===== config.mk =====
export PLATFORM = sky130hd
export DESIGN_NAME = sld_startup_load_diagnostics
export DESIGN_NICKNAME = d
export VERILOG_FILES = /design/src/rtl/sld_pkg.sv /design/src/rtl/sld_startup_load_diagnostics.sv
export SDC_FILE = /design/constraint.sdc
export NUM_CORES = 1
export LEC_CHECK = 0
export BUFFER_PORTS_ARGS = -buffer_cell sky130_fd_sc_hd__buf_2
export CORE_AREA = 2 2 86 88
export CTS_CLUSTER_DIAMETER = 50
export DETAILED_ROUTE_END_ITERATION = 10
export DIE_AREA = 0 0 88 90
export GPL_ROUTABILITY_DRIVEN = 0
export PLACE_DENSITY = 0.85
export SETUP_SLACK_MARGIN = 0.2
export SYNTH_ARGS = -nofsm -noshare
export SYNTH_HDL_FRONTEND = slang
export SYNTH_SLANG_ARGS = --single-unit

===== constraint.sdc =====
create_clock -name clk -period 5.6 [get_ports clk]
set_clock_uncertainty 0.05 [all_clocks]
set_input_delay 0 -clock clk [delete_from_list [all_inputs] [get_ports clk]]
set_output_delay 0 -clock clk [all_outputs]
set_load 0.05 [all_outputs]

===== src/rtl/sld_pkg.sv =====
package sld_pkg;
    // Per-channel load result codes
    localparam logic [1:0] LOAD_NORMAL = 2'h0;
    localparam logic [1:0] LOAD_LINE = 2'h1;
    localparam logic [1:0] LOAD_OPEN = 2'h2;
    localparam logic [1:0] LOAD_INVALID = 2'h3;
    localparam int NUM_CH = 4;
    localparam int CLK_HZ = 40000000;
    localparam int OFFSET_STEP_MS = 15;
    localparam int OFFSET_STEP_CYC = OFFSET_STEP_MS * (CLK_HZ / 1000);
    localparam int SPIKE_CYC = 4;
    localparam int SLAM_CYC = 64;
    localparam int DIAG_WINDOW_CYC = 3 * OFFSET_STEP_CYC;
    localparam int STARTUP_CYC = OFFSET_STEP_CYC;
    typedef enum logic [2:0] {
        ST_OFF, ST_OFFSET_LOW, ST_OFFSET_HIGH, ST_OFFSET_DOWN, ST_EVAL, ST_AMP_START, ST_AMP_ON
    } sld_state_e;
endpackage


===== src/rtl/sld_startup_load_diagnostics.sv =====
// What this block does
// - I2C mode: shorts on fault pin, default on
// - I2C mode: overvoltage prewarn on fault pin, default off
// - Legacy: clip on fault pin, blocked at low supply
// - Classify each channel short, normal, open, booster
// - Booster detected allows line-driver low gain start
// - Impedance below threshold reports shorted load
// - Offset applied, raised 15 ms, lowered 15 ms later
// - Output over safety limit aborts diagnostics during offset low or high step
// - Short to battery channel reports invalid
// - Spike and door-slam filters on measurement
// - Cycle start: results invalid, busy flag set
// - Busy clears at completion, abort or power-on reset
// - Diag only: clear busy, load results, amp off
// - Toggling diag enable restarts diagnostics, from ST_OFF only
// - Both enabled: start amp, clear busy before unmute
// - Result codes 00 normal 01 line 10 open 11 invalid
// - Results readable only with result select zero
// - Short bits clear on host read with result select zero
// - I2C mode: fault pin low after reset until start bit
module sld_startup_load_diagnostics
    import sld_pkg::*;
#(
    parameter int OFFSET_CYC = OFFSET_STEP_CYC,
    parameter int WINDOW_CYC = DIAG_WINDOW_CYC,
    parameter int START_CYC = STARTUP_CYC
) (
    input wire logic clk,
    input wire logic resetn,
    input wire logic i2cMode,
    input wire logic ampStartBit,
    input wire logic diagEnableBit,
    input wire logic lowSupplyClipEnableBit,
    input wire logic resultSelectBit,
    input wire logic shortReportDisable,
    input wire logic ovPrewarnEnable,
    input wire logic resultRead,
    input wire logic [NUM_CH-1:0] acLoad,
    input wire logic [NUM_CH-1:0] measShort,
    input wire logic [NUM_CH-1:0] measOpen,
    input wire logic [NUM_CH-1:0] measBooster,
    input wire logic [NUM_CH-1:0] measShortBat,
    input wire logic [NUM_CH-1:0] measShortGnd,
    input wire logic outputOverLimit,
    input wire logic engineStart,
    input wire logic supplyLow,
    input wire logic ovPrewarn,
    input wire logic clipDetect,
    input wire logic otherFault,
    output logic diagBusyFlag,
    output logic ampOnStatusBit,
    output logic [NUM_CH-1:0] loadResultHighBit,
    output logic [NUM_CH-1:0] loadResultLowBit,
    output logic [NUM_CH-1:0] shortedLoad,
    output logic [NUM_CH-1:0] shortToBat,
    output logic [NUM_CH-1:0] shortToGnd,
    output logic lineDriverAllowed,
    output logic testOffsetOn,
    output logic testOffsetHigh,
    output logic muteRelease,
    output logic faultPinOe,
    output logic faultPinOut
);
    localparam int CW = $clog2(WINDOW_CYC + OFFSET_CYC + START_CYC + 1);
    localparam int FW = $clog2(SLAM_CYC + 1);

    initial begin
        if (OFFSET_CYC < 1 || WINDOW_CYC <= 2 * OFFSET_CYC || START_CYC < 1) begin
            $error("sld: bad timing parameters");
        end
    end

    sld_state_e state, next_state;
    logic [CW-1:0] cnt, next_cnt;
    logic [1:0] res [NUM_CH];
    logic [1:0] next_res [NUM_CH];
    logic [NUM_CH-1:0] next_shortedLoad, next_shortToBat, next_shortToGnd;
    logic busy, next_busy, started, next_started, booster, next_booster;
    logic diagEnPrev;
    logic [NUM_CH-1:0] spkShort, spkOpen, spkBoost;
    logic [FW-1:0] stable, next_stable;
    logic [3*NUM_CH-1:0] measPrev, measNow;

    assign measNow = {measShort, measOpen, measBooster};

    // Inputs must hold SLAM_CYC before a sample latches; spikes never reach it
    always_comb begin
        next_stable = stable;
        if (measNow != measPrev) begin
            next_stable = '0;
        end else if (stable != FW'(SLAM_CYC)) begin
            next_stable = stable + FW'(1);
        end
    end

    always_comb begin
        next_state = state;
        next_cnt = cnt + CW'(1);
        next_busy = busy;
        next_started = started;
        next_booster = booster;
        next_shortedLoad = shortedLoad;
        next_shortToBat = shortToBat;
        next_shortToGnd = shortToGnd;
        for (int i = 0; i < NUM_CH; i++) begin
            next_res[i] = res[i];
        end
        if (resultRead && !resultSelectBit) begin
            next_shortedLoad = '0;
            next_shortToBat = '0;
            next_shortToGnd = '0;
        end
        if (ampStartBit) begin
            next_started = 1'b1;
        end
        unique case (state)
            ST_OFF: begin
                next_cnt = '0;
                if (diagEnableBit && !diagEnPrev) begin
                    next_state = ST_OFFSET_LOW;
                    next_busy = 1'b1;
                    for (int i = 0; i < NUM_CH; i++) begin
                        next_res[i] = LOAD_INVALID;
                    end
                end else if (ampStartBit) begin
                    next_state = ST_AMP_START;
                end
            end
            ST_OFFSET_LOW: begin
                if (cnt == CW'(OFFSET_CYC - 1)) begin
                    next_state = ST_OFFSET_HIGH;
                    next_cnt = '0;
                end
            end
            ST_OFFSET_HIGH: begin
                if (cnt == CW'(OFFSET_CYC - 1)) begin
                    next_state = ST_OFFSET_DOWN;
                    next_cnt = '0;
                end
            end
            ST_OFFSET_DOWN: begin
                // Evaluate only once the filtered samples are fresh
                if (cnt >= CW'(WINDOW_CYC - 2 * OFFSET_CYC - 1) && stable >= FW'(SLAM_CYC)) begin
                    next_state = ST_EVAL;
                end
            end
            ST_EVAL: begin
                next_booster = 1'b0;
                for (int i = 0; i < NUM_CH; i++) begin
                    if (measShortBat[i] || engineStart || supplyLow) begin
                        next_res[i] = LOAD_INVALID;
                    end else if (spkBoost[i]) begin
                        next_res[i] = LOAD_LINE;
                        next_booster = 1'b1;
                    end else if (spkOpen[i]) begin
                        next_res[i] = LOAD_OPEN;
                    end else begin
                        next_res[i] = LOAD_NORMAL;
                    end
                end
                next_shortedLoad = shortedLoad | spkShort;
                next_shortToBat = shortToBat | measShortBat;
                next_shortToGnd = shortToGnd | measShortGnd;
                next_cnt = '0;
                if (ampStartBit) begin
                    next_state = ST_AMP_START;
                end else begin
                    next_busy = 1'b0;
                    next_state = ST_OFF;
                end
            end
            ST_AMP_START: begin
                if (cnt == CW'(START_CYC - 1)) begin
                    next_busy = 1'b0;
                    next_state = ST_AMP_ON;
                end
            end
            ST_AMP_ON: begin
                next_cnt = '0;
                if (!ampStartBit) begin
                    next_state = ST_OFF;
                end
            end
        endcase
        if (outputOverLimit && (state == ST_OFFSET_LOW || state == ST_OFFSET_HIGH)) begin
            next_state = ST_OFF;
            next_busy = 1'b0;
        end
        if (!ampStartBit && state == ST_AMP_START) begin
            next_state = ST_OFF;
            next_busy = 1'b0;
        end
        // Hardware set wins over a same-cycle read clear
        next_shortedLoad = next_shortedLoad | (shortedLoad & ~{NUM_CH{resultRead}});
    end

    always_ff @(posedge clk or negedge resetn) begin
        if (!resetn) begin
            state <= ST_OFF;
            cnt <= '0;
            busy <= 1'b0;
            started <= 1'b0;
            booster <= 1'b0;
            diagEnPrev <= 1'b0;
            stable <= '0;
            measPrev <= '0;
            shortedLoad <= '0;
            shortToBat <= '0;
            shortToGnd <= '0;
            spkShort <= '0;
            spkOpen <= '0;
            spkBoost <= '0;
            for (int i = 0; i < NUM_CH; i++) begin
                res[i] <= LOAD_INVALID;
            end
        end else begin
            state <= next_state;
            cnt <= next_cnt;
            busy <= next_busy;
            started <= next_started;
            booster <= next_booster;
            diagEnPrev <= diagEnableBit;
            stable <= next_stable;
            measPrev <= measNow;
            if (stable >= FW'(SLAM_CYC)) begin
                spkShort <= measShort;
                spkOpen <= measOpen;
                spkBoost <= measBooster;
            end
            shortedLoad <= next_shortedLoad;
            shortToBat <= next_shortToBat;
            shortToGnd <= next_shortToGnd;
            for (int i = 0; i < NUM_CH; i++) begin
                res[i] <= next_res[i];
            end
        end
    end

    logic faultAny;
    always_comb begin
        if (i2cMode) begin
            faultAny = !started
                | (!shortReportDisable & (|(shortedLoad | shortToBat | shortToGnd)))
                | (ovPrewarnEnable & ovPrewarn)
                | (clipDetect & (!supplyLow | lowSupplyClipEnableBit))
                | otherFault;
        end else begin
            faultAny = (|(shortedLoad | shortToBat | shortToGnd))
                | (clipDetect & !supplyLow)
                | otherFault;
        end
    end

    always_ff @(posedge clk or negedge resetn) begin
        if (!resetn) begin
            diagBusyFlag <= 1'b0;
            ampOnStatusBit <= 1'b0;
            loadResultHighBit <= '1;
            loadResultLowBit <= '1;
            lineDriverAllowed <= 1'b0;
            testOffsetOn <= 1'b0;
            testOffsetHigh <= 1'b0;
            muteRelease <= 1'b0;
            faultPinOe <= 1'b1;
            faultPinOut <= 1'b0;
        end else begin
            diagBusyFlag <= busy;
            ampOnStatusBit <= (state == ST_AMP_START) || (state == ST_AMP_ON);
            for (int i = 0; i < NUM_CH; i++) begin
                loadResultHighBit[i] <= resultSelectBit ? 1'b0 : res[i][1];
                loadResultLowBit[i] <= resultSelectBit ? acLoad[i] : res[i][0];
            end
            lineDriverAllowed <= booster;
            testOffsetOn <= (state == ST_OFFSET_LOW) || (state == ST_OFFSET_HIGH)
                || (state == ST_OFFSET_DOWN);
            testOffsetHigh <= state == ST_OFFSET_HIGH;
            // Busy flag drops one cycle ahead of the unmute
            muteRelease <= (state == ST_AMP_ON) && !diagBusyFlag;
            faultPinOe <= faultAny;
            faultPinOut <= 1'b0;
        end
    end
endmodule // sld_startup_load_diagnostics


# After elaboration in Yosys (flattened, before gate mapping)
# Cells that the tools add are included.
# word_totals
ff_bits,95
inputBits,40
output_inout_bits,28
# op_classes
add_sub_neg,2
n_lt_le_gt_ge,2
eq_ne,18
muxes,57
bitwise_logic,19
n_reduce_logical,35
# op_table
cell,n
22-bit one-hot mux with 2 select lines,1
3-bit 2-to-1 mux,10
4-bit != test (second input constant),7
2-bit 2-to-1 mux,12
4-bit OR,6
22-bit by 1-bit adder with 22-bit output (second input constant),1
22-bit by 20-bit equality test with 1-bit output (second input constant),1
22-bit by 20-bit greater-or-equal comparator with 1-bit output (second input constant),1
1-bit 2-to-1 mux,22
22-bit 2-to-1 mux,1
3-bit one-hot mux with 7 select lines,1
4-bit 2-to-1 mux,5
8-bit one-hot mux with 2 select lines,1
7-bit 2-to-1 mux,2
12-bit != test,1
1-bit logical OR,11
3-bit equality test (second input constant),3
8-bit 2-to-1 mux,1
7-bit by 1-bit adder with 7-bit output (second input constant),1
7-bit greater-or-equal comparator (second input constant),1
1-bit logical NOT,7
7-bit != test (second input constant),1
1-bit OR,7
3-bit by 2-bit equality test with 1-bit output (second input constant),2
17 further kinds,27

# Logic depth before layout (Yosys ltp)
# logic_depth
ltp_word,9
ltp_mapped,8
ltp_nobuf,7

# Least setup slack after synthesis
# OpenSTA, ideal clock, no wires.
# synth_timing
path_kind,reg2reg
startpoint,register cnt[20]
endpoint,register state[0]
arrival_time_ns,2.023
required_ns,5.425
slack_ns,3.402
stages_incl_launch_ff,7
path_buffers,0
synth_period_minus_slack_ns,2.198
cell_sequence,dfrtp_1 or4_4 nor4_4 nand2_2 o311ai_2 o21ai_2 mux2_4
# synth_via
elab_chain_cells,4
# synth_rtl
element,line_no,text
"start, declared",sld_startup_load_diagnostics.sv:74,"logic [CW-1:0] cnt, next_cnt;"
"start signal, assigned",sld_startup_load_diagnostics.sv:218,cnt <= next_cnt;
22-bit by 20-bit greater-or-equal comparator with 1-bit output,sld_startup_load_diagnostics.sv:143,if (cnt >= CW'(WINDOW_CYC - 2 * OFFSET_CYC - 1) && stable >= FW'(SLAM_CYC)) begin
1-bit logical AND,sld_startup_load_diagnostics.sv:143,
4-bit != test (no source line),--,
6-bit AND reduction (no source line) *,--,
"end signal, assigned",sld_startup_load_diagnostics.sv:217,state <= next_state;
"end, declared",sld_startup_load_diagnostics.sv:73,"sld_state_e state, next_state;"
# Mark *: on every way between the ends. The rest lies on a longest branch, timed or not.
# A chain may end at the register's enable or synchronous reset.

# Final worst setup path
# layout_timing
startpoint,register cnt[12]
endpoint,register cnt[5]
# layout_via
elab_chain_cells,3
# layout_rtl
element,line_no,text
22-bit by 20-bit equality test with 1-bit output,"sld_startup_load_diagnostics.sv:130, sld_startup_load_diagnostics.sv:136",
22-bit 2-to-1 mux,"sld_startup_load_diagnostics.sv:130, sld_startup_load_diagnostics.sv:136",
22-bit one-hot mux with 2 select lines,sld_startup_load_diagnostics.sv:116,unique case (state)
via next_cnt[5],sld_startup_load_diagnostics.sv:74,
# The timed path passes the listed nets, and every way through them passes these cells.

==> key figures <==
Setup path
  • CP required: 5.74 ns
  • Crit path kind: reg -> reg
  • Crit path max fanout: 22
  • CP startpoint kind: flop
  • Critical Path AT: 2.83 ns
  • CP Capture Type: flop

Timing
  • Tcrit/Tclk final: 0.480
  • Final worst slack: 2.91 ns
  • Tmin final: 2.69 ns
  • Final Max Slew Viols: 0
  • Max frequency: 0.372 GHz
  • RSZ-0062 raised after global routing: no
  • Actual slew at the worst max-slew pin: 0.992 ns
  • Hold Violations, Final: 0
  • Setup violators final: 0
  • Slew HR: 0.337
  • Total negative slack: 0 ns

Place
  • DP HPWL: 5.56 mm
  • Dpl ws: 2.94 ns
  • Placed standard-cell area: 4550 um2
  • IO buf count: 66
  • Placed insts: 521

Run status
  • Status: finished clean

Clocking
  • Num CTS Buffers: 9
  • CTS root buffer: clkbuf_8
  • CTS tree: built
  • CTS sink cnt: 95
  • Clock Tree Buf Depth: 2
  • H-tree depth: 3
  • Skew-Pair Late Insertion Delay: 0.35 ns
  • Resized Gates After CTS: 0
  • Clk pin slew, worst setup/hold paths: 0.10 ns

Synthesis
  • Ys Warns: 0
  • Avg Cell Area, Syn: 11.3 um2
  • Post-synth EDFFs: 0
  • Share of flip-flops with an asynchronous set or reset: 1.00
  • Syn nets: 410
  • Register area share after synthesis: 0.581
  • Yosys cell types: 56
  • Dominant synthesized flop cell: dfrtp_1
  • Post-Syn Area: 4130 um2
  • Synth Instances: 367
  • Synth Register Bits: 95

Layout
  • Synth-to-layout area growth: 22.3%
  • N_diodes: 0
  • Commonest non-fill, non-tap cell in the layout: dfrtp_1
  • FF+latch area: 2400 um2
  • Non-filler cells, final: 570
  • Layout cells sized above 1: 0.270
  • Fill cells: 465
  • Nets: 509
  • Multi-input gate area: 1630 um2
  • Post-route cell area: 5050 um2
  • Highest-count cells in the layout ignoring fill and taps: dfrtp_1, buf_2, nor2_1

Die
  • Chip width: 88 um
  • Placeable Area: 7020 um2
  • Initial core utilization: 0.588
  • Standard-cell rows: 31
  • Die Footprint: 7920 um2
  • I/O Pins: 68
  • Die Span Y: 90 um

Power
  • PwrDens: 385 nW/um2
  • P_leak: 2.28 nW
  • Worst vdd ir: 0.000129 V

Drt
  • Iteration-0 DRC Markers: 134
  • WL final: 8.42 mm
  • First-pass iteration count of the detailed router: 5
  • Antenna Nets Post-Route: 0
  • Vias: 3091
  • Avg WL per Cell: 14.8 um
  • DR vias/cell: 5.42
  • # DRC: 0

Global routing
  • Largest net degree at the start of global routing: 61
  • Global-route usage over all layers: 0.226
  • Initial antenna violation count: 0
  • Grt ovf: 0
  • First-pass GRT wire length: 14.1 mm
  • Vias in the first global route: 3039

Job
  • Max-cap violations: 0

Min path
  • HP Class: in -> async
## synth_stat cells, types with 7 or more instances
cell type | number | area, um2
a21oi_1 | 16 | 80.1
clkbuf_1 | 7 | 26.3
dfrtp_1 | 78 | 1950
dfstp_2 | 17 | 447
inv_1 | 12 | 45.0
mux2_2 | 14 | 158
nand2_1 | 23 | 86.3
nand3_1 | 15 | 75.1
nor2_1 | 51 | 191
nor2b_1 | 10 | 62.6
nor4_1 | 8 | 50.1
o21ai_0 | 8 | 40.0
o32a_1 | 8 | 80.1
xnor2_1 | 11 | 96.3
xor2_1 | 27 | 236
## worst paths after layout
| check | start | endpoint | slack (ns) | cells past startpoint |
|---|---|---|---|---|
| worst min register to register | busy | diagBusyFlag | 0.34 | 0 |
| worst min-delay path | resetn | spkBoost[3] | 0.06 | 2 |
| max in group asynchronous | resetn | cnt[16] | 4.35 | 3 |
| min in group clk | engineStart | booster | 0.17 | 3 |
| worst max-delay path | cnt[12] | cnt[5] | 2.91 | 6 |
| worst max register to register | cnt[12] | cnt[5] | 2.91 | 6 |
## layout make-up
type,count,area share
multi-input cells,247,0.323
inverters,12,0.00892
repair buffers,101,0.134
flip-flops and latches,95,0.475
clock inverters,6,0.00892
clock buffers,10,0.0253
well taps,99,0.0245
## registers in the layout, indices dropped and copies added, names as in the netlist, 7 cells and up
name,cells
cnt,22
measPrev,12
res,8
stable,7
## kinds of logic (layout without fill, tap and decap cells)
family,count (synthesis),count (layout),share of synthesized area
mux,17,17,0.0466
simple gates,133,133,0.163
compound gates,55,55,0.0954
xor+xnor,38,38,0.0806
other cells,1,1,0.000908
buf+inv,25,129,0.0242
fa+ha+maj,3,3,0.00909
flops,95,95,0.581
## critical path: stages, from the launching register on
cell and delay [ns]:
dfrtp_1 0.43, or4b_1 0.54, nor4_2 0.32, nand2_2 0.11
a21o_2 0.23, a21oi_2 0.71, nor2_1 0.14
## timing repair
action / CTS / global route
setup buffers: 0 / 0
setup endpoints to repair: 0 / 0
hold endpoints to repair: 89 / 0
hold buffers: 33 / 0
## power breakdown
part / switching [mW] / leakage [nW] / internal [mW] / total (mW)
logic: 0.425 / 0.999 / 0.214 / 0.639
registers: 0.0961 / 1.20 / 0.814 / 0.910
clock network: 0.231 / 0.0789 / 0.163 / 0.394
total: 0.752 / 2.28 / 1.19 / 1.94
## metrics by stage
stage                     total power [mW]   util  hold slack, ns
after CTS                             1.95  0.719          0.0697
after detailed placement              1.53  0.648         -0.0820
after global routing                  2.05  0.719           0.106
final                                 1.94  0.719          0.0650
after global placement                1.52  0.648         -0.0800
after floorplan                       1.38      -          -0.346
## metal layers
metal | wire [um] | track usage | part of all wire
met2 | 4240 | 0.372 | 0.50
met3 | 412 | 0.0422 | 0.049
met5 | 0 | 0 | 0
met4 | 79 | 0.0679 | 0.0094
met1 | 3680 | 0.304 | 0.44
(Power assumes the default switching activity.)
